===== config.mk =====
export PLATFORM = sky130hd
export DESIGN_NAME = charger_option_control
export DESIGN_NICKNAME = d
export VERILOG_FILES = /design/src/pkg/charger_option_pkg.sv /design/src/rtl/charge_watchdog.sv /design/src/rtl/charger_option_control.sv
export SDC_FILE = /design/constraint.sdc
export NUM_CORES = 1
export LEC_CHECK = 0
export BUFFER_PORTS_ARGS = -buffer_cell sky130_fd_sc_hd__buf_2
export CELL_PAD_IN_SITES_DETAIL_PLACEMENT = 0
export CELL_PAD_IN_SITES_GLOBAL_PLACEMENT = 1
export CORE_UTILIZATION = 40
export DETAILED_ROUTE_END_ITERATION = 7
export PLACE_DENSITY = 0.79
export SLEW_MARGIN = 20
export SYNTH_ARGS = -nofsm -noshare
export SYNTH_HDL_FRONTEND = slang
export SYNTH_SLANG_ARGS = --single-unit

===== constraint.sdc =====
create_clock -name clk -period 2.8 [get_ports clk]
set_input_delay 0.42 -clock clk [delete_from_list [all_inputs] [get_ports clk]]
set_output_delay 0.42 -clock clk [all_outputs]
set_load 0.1 [all_outputs]

===== src/pkg/charger_option_pkg.sv =====
`default_nettype none
package charger_option_pkg;

    // Byte addresses seen by the serial register port.
    localparam logic [7:0] ADDR_OPTION_LO = 8'h00;
    localparam logic [7:0] ADDR_OPTION_HI = 8'h01;
    localparam logic [7:0] ADDR_CHG_CUR_LO = 8'h02;
    localparam logic [7:0] ADDR_CHG_CUR_HI = 8'h03;
    localparam logic [7:0] ADDR_CHG_VOLT_LO = 8'h04;
    localparam logic [7:0] ADDR_CHG_VOLT_HI = 8'h05;
    localparam logic [7:0] READ_UNMAPPED = 8'h00;

    // Value after power-on reset, both bytes.
    localparam logic [15:0] OPTION_RESET = 16'he60e;

    // Watchdog period codes.
    localparam logic [1:0] WD_CODE_OFF = 2'h0;
    localparam logic [1:0] WD_CODE_SHORT = 2'h1;
    localparam logic [1:0] WD_CODE_MID = 2'h2;
    localparam logic [1:0] WD_CODE_LONG = 2'h3;

    // Clock and time base.
    localparam int CLK_FREQ_HZ = 200_000_000;
    localparam int TICK_TIME_US = 1000;
    localparam int TICK_CYCLES = TICK_TIME_US * (CLK_FREQ_HZ / 1_000_000);
    localparam int WD_TIME_SHORT_S = 5;
    localparam int WD_TIME_MID_S = 88;
    localparam int WD_TIME_LONG_S = 175;
    localparam int WD_TICKS_SHORT = WD_TIME_SHORT_S * 1_000_000 / TICK_TIME_US;
    localparam int WD_TICKS_MID = WD_TIME_MID_S * 1_000_000 / TICK_TIME_US;
    localparam int WD_TICKS_LONG = WD_TIME_LONG_S * 1_000_000 / TICK_TIME_US;
    localparam int WD_PERIOD_W = $clog2(WD_TICKS_LONG + 1);

    // Burst floor: longest gap between bursts, rounded down.
    localparam int BURST_FLOOR_KHZ = 25;
    localparam int BURST_MAX_CYCLES = CLK_FREQ_HZ / (BURST_FLOOR_KHZ * 1000);

    typedef struct packed {
        logic low_power_select;
        logic [1:0] watchdog_period_select;
        logic input_limit_auto_clear;
        logic source_mode_flags_good;
        logic burst_floor_enable;
        logic switching_rate_select;
        logic passthrough_light_load_efficiency;
    } option_hi_t;

    typedef struct packed {
        logic reserved7;
        logic short_hiccup_disable;
        logic learn_enable;
        logic adapter_gain_select;
        logic battery_gain_select;
        logic ldo_enable;
        logic input_current_regulation_enable;
        logic charge_inhibit;
    } option_lo_t;

    typedef struct packed {
        logic ldo_on;
        logic prochot_on;
        logic monitor_on;
        logic comparator_on;
        logic adc_available;
    } gate_t;

endpackage
`default_nettype wire


===== src/rtl/charge_watchdog.sv =====
`timescale 1ns/1ps
`default_nettype none
module charge_watchdog #(
    parameter int TICK_CYCLES = charger_option_pkg::TICK_CYCLES
) (
    // Clock and reset
    input wire logic clk,
    input wire logic reset,
    // Control
    input wire logic [1:0] period_select,
    input wire logic restart,
    // Status
    output logic expired,
    output logic expire_pulse
);
    import charger_option_pkg::*;

    localparam int TW = $clog2(TICK_CYCLES);

    logic [TW-1:0] tick_reg, tick_next;
    logic [WD_PERIOD_W-1:0] count_reg, count_next;
    logic expired_reg, expired_next;
    logic pulse_reg, pulse_next;

    function automatic logic [WD_PERIOD_W-1:0] ticks_for(input logic [1:0] sel);
        case (sel)
            WD_CODE_SHORT: ticks_for = WD_PERIOD_W'(WD_TICKS_SHORT);
            WD_CODE_MID: ticks_for = WD_PERIOD_W'(WD_TICKS_MID);
            default: ticks_for = WD_PERIOD_W'(WD_TICKS_LONG);
        endcase
    endfunction

    always_comb begin
        tick_next = tick_reg;
        count_next = count_reg;
        expired_next = expired_reg;
        pulse_next = 1'b0;
        if (restart || period_select == WD_CODE_OFF) begin
            tick_next = '0;
            count_next = '0;
            expired_next = 1'b0;
        end else if (!expired_reg) begin
            if (tick_reg == TW'(TICK_CYCLES - 1)) begin
                tick_next = '0;
                count_next = count_reg + 1'b1;
                if (count_reg + 1'b1 >= ticks_for(period_select)) begin
                    expired_next = 1'b1;
                    pulse_next = 1'b1;
                end
            end else begin
                tick_next = tick_reg + 1'b1;
            end
        end
    end

    always_ff @(posedge clk or posedge reset) begin
        if (reset) begin
            tick_reg <= '0;
            count_reg <= '0;
            expired_reg <= 1'b0;
            pulse_reg <= 1'b0;
        end else begin
            tick_reg <= tick_next;
            count_reg <= count_next;
            expired_reg <= expired_next;
            pulse_reg <= pulse_next;
        end
    end

    assign expired = expired_reg;
    assign expire_pulse = pulse_reg;
endmodule // charge_watchdog
`default_nettype wire


===== src/rtl/charger_option_control.sv =====
`timescale 1ns/1ps
`default_nettype none
// How it works
// - The watchdog period field resets to 175 s and selects off, 5 s, 88 s or 175 s.
// - An enabled watchdog left without a charge or period write in time zeroes the charge current.
// - A charge or period write restarts an expired watchdog; charging needs valid values.
// - Low power on battery turns off the LDO, prochot, monitor buffers and ADC.
// - In low power the comparator still runs if either prochot option request bit is set.
// - With low power off on battery, prochot, monitors and comparator follow their settings.
// - With auto clear set, a falling battery presence pin clears the input limit enable.
// - With auto clear off, the battery presence pin leaves that enable untouched.
// - With the source flag set, source mode drives the supply good output high.
// - With the burst floor set, a burst is forced so the rate stays at or above 25 kHz.
// - The 16-bit option register loads E60Eh at reset.
module charger_option_control #(
    parameter int TICK_CYCLES = charger_option_pkg::TICK_CYCLES,
    parameter int BURST_MAX_CYCLES = charger_option_pkg::BURST_MAX_CYCLES
) (
    // Clock and reset
    input wire logic clk,
    input wire logic reset,
    // Byte register port from the serial slave
    input wire logic wr_valid,
    input wire logic [7:0] wr_addr,
    input wire logic [7:0] wr_data,
    input wire logic rd_valid,
    input wire logic [7:0] rd_addr,
    output logic [7:0] rd_data,
    // Pin
    input wire logic battery_presence_pin,
    // Power stage status and settings
    input wire logic battery_only,
    input wire logic source_mode_active,
    input wire logic adapter_good,
    input wire logic [1:0] prochot_comparator_req,
    input wire logic prochot_cfg_enable,
    input wire logic monitor_cfg_enable,
    input wire logic comparator_cfg_enable,
    input wire logic charge_values_valid,
    input wire logic burst_pulse,
    // Controls to the power stage
    output charger_option_pkg::option_hi_t option_hi,
    output charger_option_pkg::option_lo_t option_lo,
    output charger_option_pkg::gate_t gate,
    output logic supply_good_output,
    output logic charge_current_clear,
    output logic charge_suspend,
    output logic watchdog_expired,
    output logic burst_force
);
    import charger_option_pkg::*;

    localparam int BW = $clog2(BURST_MAX_CYCLES);

    option_hi_t hi_reg, hi_next;
    option_lo_t lo_reg, lo_next;
    logic pin_meta_reg, pin_sync_reg, pin_prev_reg;
    logic pin_fall;
    logic [7:0] rd_data_reg, rd_data_next;
    gate_t gate_reg, gate_next;
    logic good_reg, good_next;
    logic clear_reg, suspend_reg, expired_reg;
    logic [BW-1:0] burst_cnt_reg, burst_cnt_next;
    logic burst_force_reg, burst_force_next;
    logic wd_restart, wd_expired, wd_pulse, lp_active;

    // The strobe is passed in so that a continuous assignment also wakes on it.
    function automatic logic hit(input logic v, input logic [7:0] a, input logic [7:0] b);
        hit = v && a == b;
    endfunction

    // The first stage feeds only the second; edges are taken from the second.
    always_ff @(posedge clk or posedge reset) begin
        if (reset) begin
            pin_meta_reg <= 1'b1;
            pin_sync_reg <= 1'b1;
            pin_prev_reg <= 1'b1;
        end else begin
            pin_meta_reg <= battery_presence_pin;
            pin_sync_reg <= pin_meta_reg;
            pin_prev_reg <= pin_sync_reg;
        end
    end
    assign pin_fall = pin_prev_reg && !pin_sync_reg;

    always_comb begin
        hi_next = hi_reg;
        lo_next = lo_reg;
        rd_data_next = rd_data_reg;
        if (hit(wr_valid, wr_addr, ADDR_OPTION_HI)) begin
            hi_next = wr_data;
        end
        if (hit(wr_valid, wr_addr, ADDR_OPTION_LO)) begin
            lo_next = wr_data;
        end
        // Auto clear on pin fall.
        // The clear wins over a host write in the same cycle, so a stale enable never survives.
        // Untouched when off.
        if (hi_reg.input_limit_auto_clear && pin_fall) begin
            lo_next.input_current_regulation_enable = 1'b0;
        end
        if (rd_valid) begin
            case (rd_addr)
                ADDR_OPTION_LO: rd_data_next = lo_reg;
                ADDR_OPTION_HI: rd_data_next = hi_reg;
                default: rd_data_next = READ_UNMAPPED;
            endcase
        end
    end

    always_ff @(posedge clk or posedge reset) begin
        if (reset) begin
            hi_reg <= OPTION_RESET[15:8];
            lo_reg <= OPTION_RESET[7:0];
            rd_data_reg <= READ_UNMAPPED;
        end else begin
            hi_reg <= hi_next;
            lo_reg <= lo_next;
            rd_data_reg <= rd_data_next;
        end
    end

    // Qualifying writes, which the host must repeat in time.
    assign wd_restart = hit(wr_valid, wr_addr, ADDR_CHG_CUR_LO)
        || hit(wr_valid, wr_addr, ADDR_CHG_CUR_HI)
        || hit(wr_valid, wr_addr, ADDR_CHG_VOLT_LO)
        || hit(wr_valid, wr_addr, ADDR_CHG_VOLT_HI)
        || hit(wr_valid, wr_addr, ADDR_OPTION_HI);

    charge_watchdog #(
        .TICK_CYCLES(TICK_CYCLES)
    ) u_watchdog (
        .clk(clk),
        .reset(reset),
        .period_select(hi_reg.watchdog_period_select),
        .restart(wd_restart),
        .expired(wd_expired),
        .expire_pulse(wd_pulse)
    );

    assign lp_active = hi_reg.low_power_select && battery_only;

    always_comb begin
        gate_next = '0;
        gate_next.ldo_on = lo_reg.ldo_enable && !lp_active;
        gate_next.prochot_on = prochot_cfg_enable && !lp_active;
        gate_next.monitor_on = monitor_cfg_enable && !lp_active;
        gate_next.adc_available = !lp_active;
        gate_next.comparator_on = lp_active ? |prochot_comparator_req : comparator_cfg_enable;
        good_next = adapter_good || (hi_reg.source_mode_flags_good && source_mode_active);
        burst_force_next = 1'b0;
        burst_cnt_next = burst_cnt_reg + 1'b1;
        if (burst_pulse || !hi_reg.burst_floor_enable) begin
            burst_cnt_next = '0;
        end else if (burst_cnt_reg == BW'(BURST_MAX_CYCLES - 1)) begin
            burst_cnt_next = '0;
            burst_force_next = 1'b1;
        end
    end

    always_ff @(posedge clk or posedge reset) begin
        if (reset) begin
            gate_reg <= '0;
            good_reg <= 1'b0;
            burst_cnt_reg <= '0;
            burst_force_reg <= 1'b0;
        end else begin
            gate_reg <= gate_next;
            good_reg <= good_next;
            burst_cnt_reg <= burst_cnt_next;
            burst_force_reg <= burst_force_next;
        end
    end

    always_ff @(posedge clk or posedge reset) begin
        if (reset) begin
            clear_reg <= 1'b0;
            suspend_reg <= 1'b1;
            expired_reg <= 1'b0;
        end else begin
            clear_reg <= wd_pulse;
            suspend_reg <= wd_expired || !charge_values_valid;
            expired_reg <= wd_expired;
        end
    end

    assign option_hi = hi_reg;
    assign option_lo = lo_reg;
    assign rd_data = rd_data_reg;
    assign gate = gate_reg;
    assign supply_good_output = good_reg;
    assign charge_current_clear = clear_reg;
    assign charge_suspend = suspend_reg;
    assign watchdog_expired = expired_reg;
    assign burst_force = burst_force_reg;
endmodule // charger_option_control
`default_nettype wire


==> key figures, run 1 <==
Placed design
  – Routability-driven placement congestion ratio: 0.876
  – Placed wire-length estimate: 7620 um
  – I/O Buffers: 72
  – Post-Place Cells: 675
  – Area of placed instances: 5220 um2

Yosys
  – Top cell type's share of synthesized area: 41.6%
  – Post-synthesis instance total: 458
  – #FFs+latches synth: 88
  – Average instance area after synthesis: 9.98 um2
  – Post-synthesis xor/xnor area fraction: 7.47%
  – Sequential fraction of the synthesis area: 48.5%
  – Number of enable flip-flop cells after synthesis: 0
  – Post-synthesis share of cell area spent on and, or, nand and nor gates: 18.6%
  – Post-synthesis mux area share: 5.67%
  – Synth top cells by count: sky130_fd_sc_hd__dfrtp_1 (76), sky130_fd_sc_hd__nor2_1 (42), sky130_fd_sc_hd__nand2_1 (32)
  – Top post-synthesis cells by area: sky130_fd_sc_hd__dfrtp_1 (42%), sky130_fd_sc_hd__dfstp_2 (6.9%), sky130_fd_sc_hd__xnor2_1 (5.0%)
  – Post-synthesis adder-cell area fraction: 4.65%
  – Synth unique cells: 44
  – Post-Synthesis Net Count: 514
  – Post-Synthesis Cell Area: 4570 um2
  – Biggest area consumer among synthesized cells: sky130_fd_sc_hd__dfrtp_1
  – Yosys warns: 0
  – Count leader, synth: sky130_fd_sc_hd__dfrtp_1
  – Most used flip-flop cell after synthesis: sky130_fd_sc_hd__dfrtp_1
  – Largest family of logic cells by synthesized area: simple AND/OR/NAND/NOR gates
  – Compound-Gate Fraction of Synth Area: 11.6%
  – Async set-or-reset flop fraction in the synthesized netlist: 100%

Critical path
  – Type of the setup path with the least slack: flop to flop
  – Minimum setup slack among reg-to-reg paths: 200 ps
  – CP Launch Point: u_watchdog.count_reg[1]$_DFFE_PP0P_
  – Cells on worst reg2reg path: 12
  – Critical Path End Type: flop
  – WP data required: 3050 ps
  – Reg-to-Reg End: u_watchdog.expire_pulse$_DFF_PP0_
  – Largest driver fanout on the critical path: 4
  – Startpoint of the worst register-to-register path: u_watchdog.count_reg[1]$_DFFE_PP0P_
  – Startpoint kind of the worst setup timing path: flop
  – Crit path DAT: 2850 ps

Power
  – Cell Pwr Density: 504 nW/um2
  – Worst vdd rail ir drop: 0.000241 V
  – Leakage: 2.42 nW

Hold path
  – Min-Delay Endpoint: pin_meta_reg$_DFF_PP1_
  – Hold wc startpoint: battery_presence_pin
  – Hold-critical path depth: 1
  – Worst hold path class: input pin to flop

Timing
  – Final period util: 93.0%
  – Slew HR: 49.3%
  – Maximum clock rate: 384 MHz
  – Post-Route Setup TNS: 0 ps
  – Final Hold Slack: 175 ps
  – Pins over their slew limit: 0
  – Hold Violations, Final: 0
  – Final min period: 2600 ps
  – Worst-Margin Slew: 760 ps
  – Final setup skew: 11.1 ps
  – Unrepaired setup endpoints after global routing: no
  – Finish-stage setup viols: 0

Global routing
  – Vias in the first global route: 3636
  – Largest net degree at the start of global routing: 43
  – Remaining Overflow, GRT: 0
  – Antenna violations before repair: 0
  – GRT Util Overall: 19.0%
  – Wire length of the first global-routing pass: 17500 um

Clocking
  – Clock Pin Slew Worst Setup and Hold Paths: 80 ps
  – CTS H-tree depth: 3
  – Clock root buffer: sky130_fd_sc_hd__clkbuf_16
  – CTS tree: yes
  – Clock latency reported for the late side of the worst-skew pair: 350 ps
  – TritonCTS sink count: 88
  – Inserted Clock Buffers: 9
  – Maximum number of buffers from clock root to sink: 2

Routing
  – Remaining antenna violation count: 0
  – Average wire per cell in the routed design: 15.3 um
  – Number of DRC violations after detailed routing: 0
  – Detailed router's first-iteration violation count: 251
  – DR vias: 3749
  – 1st-pass router iterations: 4
  – Via density: 5.42
  – Final WL: 10600 um

Status
  – Result of the run: completed

Die
  – Die X-Extent: 109 um
  – Die Y: 109 um
  – I/O Pins: 73
  – Core outline area: 11000 um2
  – Total number of placement rows: 38
  – Starting density of the core: 41.6%
  – Area of the die: 11900 um2

Cells and area
  – Number of standard cells in the layout, taps in and fillers out: 692
  – Antenna diodes: 0
  – Proportion of layout cells with a drive suffix above 1: 27.5%
  – Area Overhead vs Synth: 21.5%
  – Post-route design area: 5550 um2
  – Total number of nets in the final design: 603

Job
  – Count of max-cap constraint violations: 0
how the worst max path moves through the flow:
stage / to / slack (ps) / cells after the start
2_1_floorplan: u_watchdog.expire_pulse$_DFF_PP0_ / 40 / 12
3_3_place_gp: u_watchdog.expire_pulse$_DFF_PP0_ / 180 / 12
3_5_place_dp: u_watchdog.expire_pulse$_DFF_PP0_ / 70 / 12
4_1_cts: u_watchdog.expire_pulse$_DFF_PP0_ / 40 / 12
5_1_grt: u_watchdog.expire_pulse$_DFF_PP0_ / 10 / 12
6_report: u_watchdog.expire_pulse$_DFF_PP0_ / 200 / 12
critical path, stage by stage, from the launching register on:
cell	delay (ps)
sky130_fd_sc_hd__dfrtp_1	350
sky130_fd_sc_hd__ha_1	190
sky130_fd_sc_hd__nand3_2	130
sky130_fd_sc_hd__nor2_2	170
sky130_fd_sc_hd__nand4_1	180
sky130_fd_sc_hd__nor2_1	170
sky130_fd_sc_hd__xor2_1	80
sky130_fd_sc_hd__ha_1	300
sky130_fd_sc_hd__nand4_1	110
sky130_fd_sc_hd__or2_2	340
sky130_fd_sc_hd__a21oi_2	130
sky130_fd_sc_hd__o2111ai_1	130
sky130_fd_sc_hd__a211oi_1	240
cell type report:
cell class	instances	area (um2)
repair buffers	95	546
fillers	1019	5430
multi-input cells	329	2230
clock inverters	7	71.3
clock buffers	9	225
well taps	140	175
inverters	24	91.3
flip-flops and latches	88	2220
metal layers:
layer	up-vias	wire (um)	global-route usage (%)
li1	1825	-	-
met1	1818	5090	25.3
met2	99	4860	31.2
met3	7	510	3.77
met4	0	97	5.31
met5	-	0	0
cells by family (layout without fill, tap and decap cells):
group,after synthesis,after routing
simple gates,168,168
flops,88,88
compound gates,81,81
buf+inv,41,135
xor+xnor,39,39
mux,24,24
fa+ha+maj,17,17
stage by stage:
step	power [mW]	utilization, %	setup slack [ps]
after global routing	2.91	50.6	9.54
after detailed placement	1.63	47.5	65.5
after CTS	2.82	50.2	39.6
after global placement	1.62	47.5	177
final	2.80	50.6	195
after floorplan	1.54	-	38.6
where the power goes:
group          switching [mW]  internal, mW
clock network           0.571         0.629
registers              0.0141          1.30
logic                   0.219        0.0682
total                   0.805          1.99
timing repair:
| item | CTS | global route |
|---|---|---|
| resized for setup | 0 | 10 |
| hold buffers | 0 | 0 |
| hold endpoints to repair | 0 | 0 |
| endpoints found under the setup margin | 0 | 12 |
| setup buffers | 0 | 1 |
cells in the final DEF, fill, tap and decap left out, types with 10 or more instances in the layout:
| master | netlist | final |
|---|---|---|
| sky130_fd_sc_hd__nand2_1 | 32 | 32 |
| sky130_fd_sc_hd__buf_2 | 3 | 72 |
| sky130_fd_sc_hd__a211oi_1 | 10 | 10 |
| sky130_fd_sc_hd__o21ai_0 | 13 | 13 |
| sky130_fd_sc_hd__dfstp_2 | 12 | 12 |
| sky130_fd_sc_hd__xnor2_1 | 26 | 26 |
| sky130_fd_sc_hd__nand4_1 | 14 | 14 |
| sky130_fd_sc_hd__inv_1 | 24 | 23 |
| sky130_fd_sc_hd__ha_1 | 17 | 17 |
| sky130_fd_sc_hd__mux2_2 | 15 | 15 |
| sky130_fd_sc_hd__xor2_1 | 13 | 13 |
| sky130_fd_sc_hd__a21oi_1 | 20 | 19 |
| sky130_fd_sc_hd__dfrtp_1 | 76 | 74 |
| sky130_fd_sc_hd__nor2_1 | 42 | 40 |
| sky130_fd_sc_hd__nand3_1 | 25 | 24 |
| sky130_fd_sc_hd__buf_4 | 1 | 22 |
Power figures use the tool's default switching activity.
==> run 2: changes to the inputs <==
- PLACE_DENSITY: 0.79 -> 0.78
- SYNTH_HIERARCHICAL: default -> 1
==> key figures, run 2 <==
Status
  – Result of the run: completed

Cells and area
  – Util after Layout: 50.0% (-0.59 points)
  – Antenna diodes: 0 (unchanged)
  – Most frequent standard cell in the layout excluding fill and tap cells: sky130_fd_sc_hd__dfrtp_1
  – Area Overhead vs Synth: 19.9%
  – Sequential standard cell area: 2220 um2 (-0.11%)
  – Number of standard cells in the layout, taps in and fillers out: 680 (-1.7%)
  – Area used by multi-input combinational logic: 2240 um2 (+0.73%)
  – Fillcell total: 1014 (-0.49%)
  – Post-route design area: 5510 um2 (-0.74%)
  – Total number of nets in the final design: 591 (-2.0%)
  – Most frequent cells in the layout: sky130_fd_sc_hd__dfrtp_1 (76), sky130_fd_sc_hd__buf_2 (72), sky130_fd_sc_hd__nor2_1 (42)
  – Proportion of layout cells with a drive suffix above 1: 27.0% (-0.50 points)

Global routing
  – Remaining Overflow, GRT: 0 (unchanged)
  – Vias in the first global route: 3565 (-2.0%)
  – GRT Util Overall: 18.4% (-0.56 points)
  – Largest net degree at the start of global routing: 39 (-9.3%)
  – Wire length of the first global-routing pass: 16900 um (-3.4%)
  – Antenna violations before repair: 0 (unchanged)

Routing
  – Remaining antenna violation count: 0 (unchanged)
  – Detailed router's first-iteration violation count: 202 (-20%)
  – Final WL: 10200 um (-3.1%)
  – DR vias: 3637 (-3.0%)
  – Via density: 5.35 (-1.3%)
  – Number of DRC violations after detailed routing: 0 (unchanged)
  – 1st-pass router iterations: 4 (unchanged)
  – Average wire per cell in the routed design: 15.0 um (-1.4%)

Die
  – I/O Pins: 73 (unchanged)
  – Total number of placement rows: 38 (unchanged)
  – Die Y: 109 um (+0.29%)
  – Area of the die: 11900 um2 (+0.59%)
  – Die X-Extent: 109 um (+0.29%)
  – Starting density of the core: 41.7% (+0.070 points)
  – Core outline area: 11000 um2 (+0.43%)

Clocking
  – CTS tree: yes
  – Clock root buffer: sky130_fd_sc_hd__clkbuf_16
  – Clock latency reported for the late side of the worst-skew pair: 340 ps (about the same)
  – Maximum number of buffers from clock root to sink: 2 (unchanged)
  – Post-cts hold buffer count: 0 (unchanged)
  – TritonCTS sink count: 88 (unchanged)
  – Clock Pin Slew Worst Setup and Hold Paths: 70 ps (about the same)
  – Inserted Clock Buffers: 9 (unchanged)
  – CTS H-tree depth: 3 (unchanged)
  – Cts repair resizes: 0 (unchanged)
  – Setup Fix Bufs, Post-CTS: 0 (unchanged)

Placed design
  – Routability-driven placement congestion ratio: 0.801 (-8.5%)
  – Post-Place Cells: 664 (-1.6%)
  – Post-placement worst setup slack: 243 ps (+177 ps)
  – I/O Buffers: 72 (unchanged)
  – Area of placed instances: 5210 um2 (about the same)
  – Placed wire-length estimate: 7430 um (-2.5%)

Yosys
  – Top post-synthesis cells by area: sky130_fd_sc_hd__dfrtp_1 (41%), sky130_fd_sc_hd__dfstp_2 (6.9%), sky130_fd_sc_hd__ha_1 (4.6%)
  – Synth unique cells: 54 (+23%)
  – Average instance area after synthesis: 10.2 um2 (+2.6%)
  – Count leader, synth: sky130_fd_sc_hd__dfrtp_1
  – Biggest area consumer among synthesized cells: sky130_fd_sc_hd__dfrtp_1
  – Sequential fraction of the synthesis area: 48.2% (-0.29 points)
  – Post-Synthesis Net Count: 505 (-1.8%)
  – Post-synthesis instance total: 449 (-2.0%)
  – #FFs+latches synth: 88 (unchanged)
  – Top cell type's share of synthesized area: 41.3% (-0.25 points)
  – Most used flip-flop cell after synthesis: sky130_fd_sc_hd__dfrtp_1
  – Yosys warns: 6 (+6)
  – Synth top cells by count: sky130_fd_sc_hd__dfrtp_1 (76), sky130_fd_sc_hd__nor2_1 (42), sky130_fd_sc_hd__nand3_1 (29)
  – Number of enable flip-flop cells after synthesis: 0 (unchanged)
  – Post-Synthesis Cell Area: 4600 um2 (+0.60%)
  – Async set-or-reset flop fraction in the synthesized netlist: 100% (unchanged)

Critical path
  – Startpoint of the worst register-to-register path: u_watchdog/count_reg[2]$_DFFE_PP0P_
  – Most prevalent standard cell on the critical path: sky130_fd_sc_hd__a31oi_1
  – Reg-to-Reg End: u_watchdog/expired$_DFF_PP0_
  – Cells on worst reg2reg path: 10 (-2)
  – End of the critical path: u_watchdog/expired$_DFF_PP0_
  – CP Launch Point: u_watchdog/count_reg[2]$_DFFE_PP0P_
  – Crit path DAT: 2710 ps (-140 ps)
  – Kind of cell adding the most delay to the critical path: simple AND/OR/NAND/NOR gates
  – Worst-path cell chain: and4_1 -> and4b_1 -> and3_1 -> xor2_1 -> ha_1 -> nand4_1 -> a31oi_1 -> a211oi_1 -> nand2b_1 -> a31oi_1
  – Largest stage delay on the critical path: 470 ps (+120 ps)
  – Highest-delay cell along the critical path: sky130_fd_sc_hd__dfrtp_1
  – WP data required: 3010 ps (-40 ps)
  – Crit. path cell count: 10 (-2)
  – Bufs and invs on worst path: 0 (unchanged)
  – Critical Path End Type: flop
  – Type of the setup path with the least slack: flop to flop
  – Startpoint kind of the worst setup timing path: flop
  – Largest driver fanout on the critical path: 7 (+3)
  – Minimum setup slack among reg-to-reg paths: 300 ps (+110 ps)

Power
  – Cell Pwr Density: 509 nW/um2 (+0.99%)
  – Worst vdd rail ir drop: 0.000276 V (+14%)
  – Leakage: 2.43 nW (+0.45%)
  – Final Power: 2.81 mW (+0.24%)

Timing
  – Hold Violations, Final: 0 (unchanged)
  – Maximum clock rate: 400 MHz (+4.2%)
  – Final Hold Slack: 162 ps (-12.9 ps)
  – Worst-Margin Slew: 802 ps (+42.5 ps)
  – Unrepaired setup endpoints after global routing: no
  – Final min period: 2500 ps (-105 ps)
  – Final setup slack of the worst path: 301 ps (+105 ps)
  – Final setup skew: 6.46 ps (-4.65 ps)
  – Final period util: 89.3% (-3.8 points)
  – Pins over their slew limit: 0 (unchanged)
  – Slew HR: 46.2% (-3.1 points)
  – Post-Route Setup TNS: 0 ps (unchanged)
  – Finish-stage setup viols: 0 (unchanged)

Job
  – Count of max-cap constraint violations: 0 (unchanged)

Hold path
  – Worst hold path class: input pin to asynchronous set/reset pin
-- run 2: cell count changes in the layout (fill, tap and decap cells not counted), moves of 4 or more --
cell and delta:
sky130_fd_sc_hd__nand2_1 -8, sky130_fd_sc_hd__or4_1 -5, sky130_fd_sc_hd__buf_4 -7, sky130_fd_sc_hd__nand3_1 +5, sky130_fd_sc_hd__xnor2_1 -4, sky130_fd_sc_hd__a211oi_1 -7
sky130_fd_sc_hd__o31ai_1 -5
-- run 2: how the worst min path moves through the flow --
stage               cells past startpoint                         startpoint                              to  slack (ps)
floorplan                               0  u_watchdog/expire_pulse$_DFF_PP0_  charge_current_clear$_DFF_PP0_         330
global placement                        0  u_watchdog/expire_pulse$_DFF_PP0_  charge_current_clear$_DFF_PP0_         330
detailed placement                      0  u_watchdog/expire_pulse$_DFF_PP0_  charge_current_clear$_DFF_PP0_         350
CTS                                     1               battery_presence_pin          pin_meta_reg$_DFF_PP1_         170
global route                            1               battery_presence_pin          pin_meta_reg$_DFF_PP1_         170
finish                                  2                              reset      burst_cnt_reg[9]$_DFF_PP0_         160
-- run 2: layout make-up --
| type | count | share of cell area (%) |
|---|---|---|
| Inverter | 23 | 1.57 |
| Multi-Input combinational cell | 325 | 40.7 |
| Clock buffer | 10 | 4.15 |
| Sequential cell | 88 | 40.2 |
| Tap cell | 140 | 3.18 |
| Clock inverter | 6 | 1.27 |
| Timing Repair Buffer | 88 | 8.94 |
-- run 2: metal layers --
layer | track usage (%) | vias to the layer above | routed length [um]
li1 | - | 1783 | -
met1 | 24.4 | 1746 | 4790
met2 | 30.1 | 97 | 4700
met3 | 3.59 | 11 | 609
met4 | 6.19 | 0 | 132
met5 | 0 | - | 0
-- run 2: report_power, final --
group / internal (mW) / switching [mW]
combinational: 0.0693 / 0.213
sequential: 1.30 / 0.0140
clock: 0.697 / 0.514
total: 2.06 / 0.742
-- run 2: kinds of logic (layout without fill, tap and decap cells) --
group,count (synthesis),in the layout,share of synthesized area [%]
compound gates,63,63,8.11
xor+xnor,38,38,7.24
fa+ha+maj,17,17,4.62
buf+inv,36,127,3.05
flops,88,88,48.2
mux,27,27,6.31
simple gates,180,180,22.5
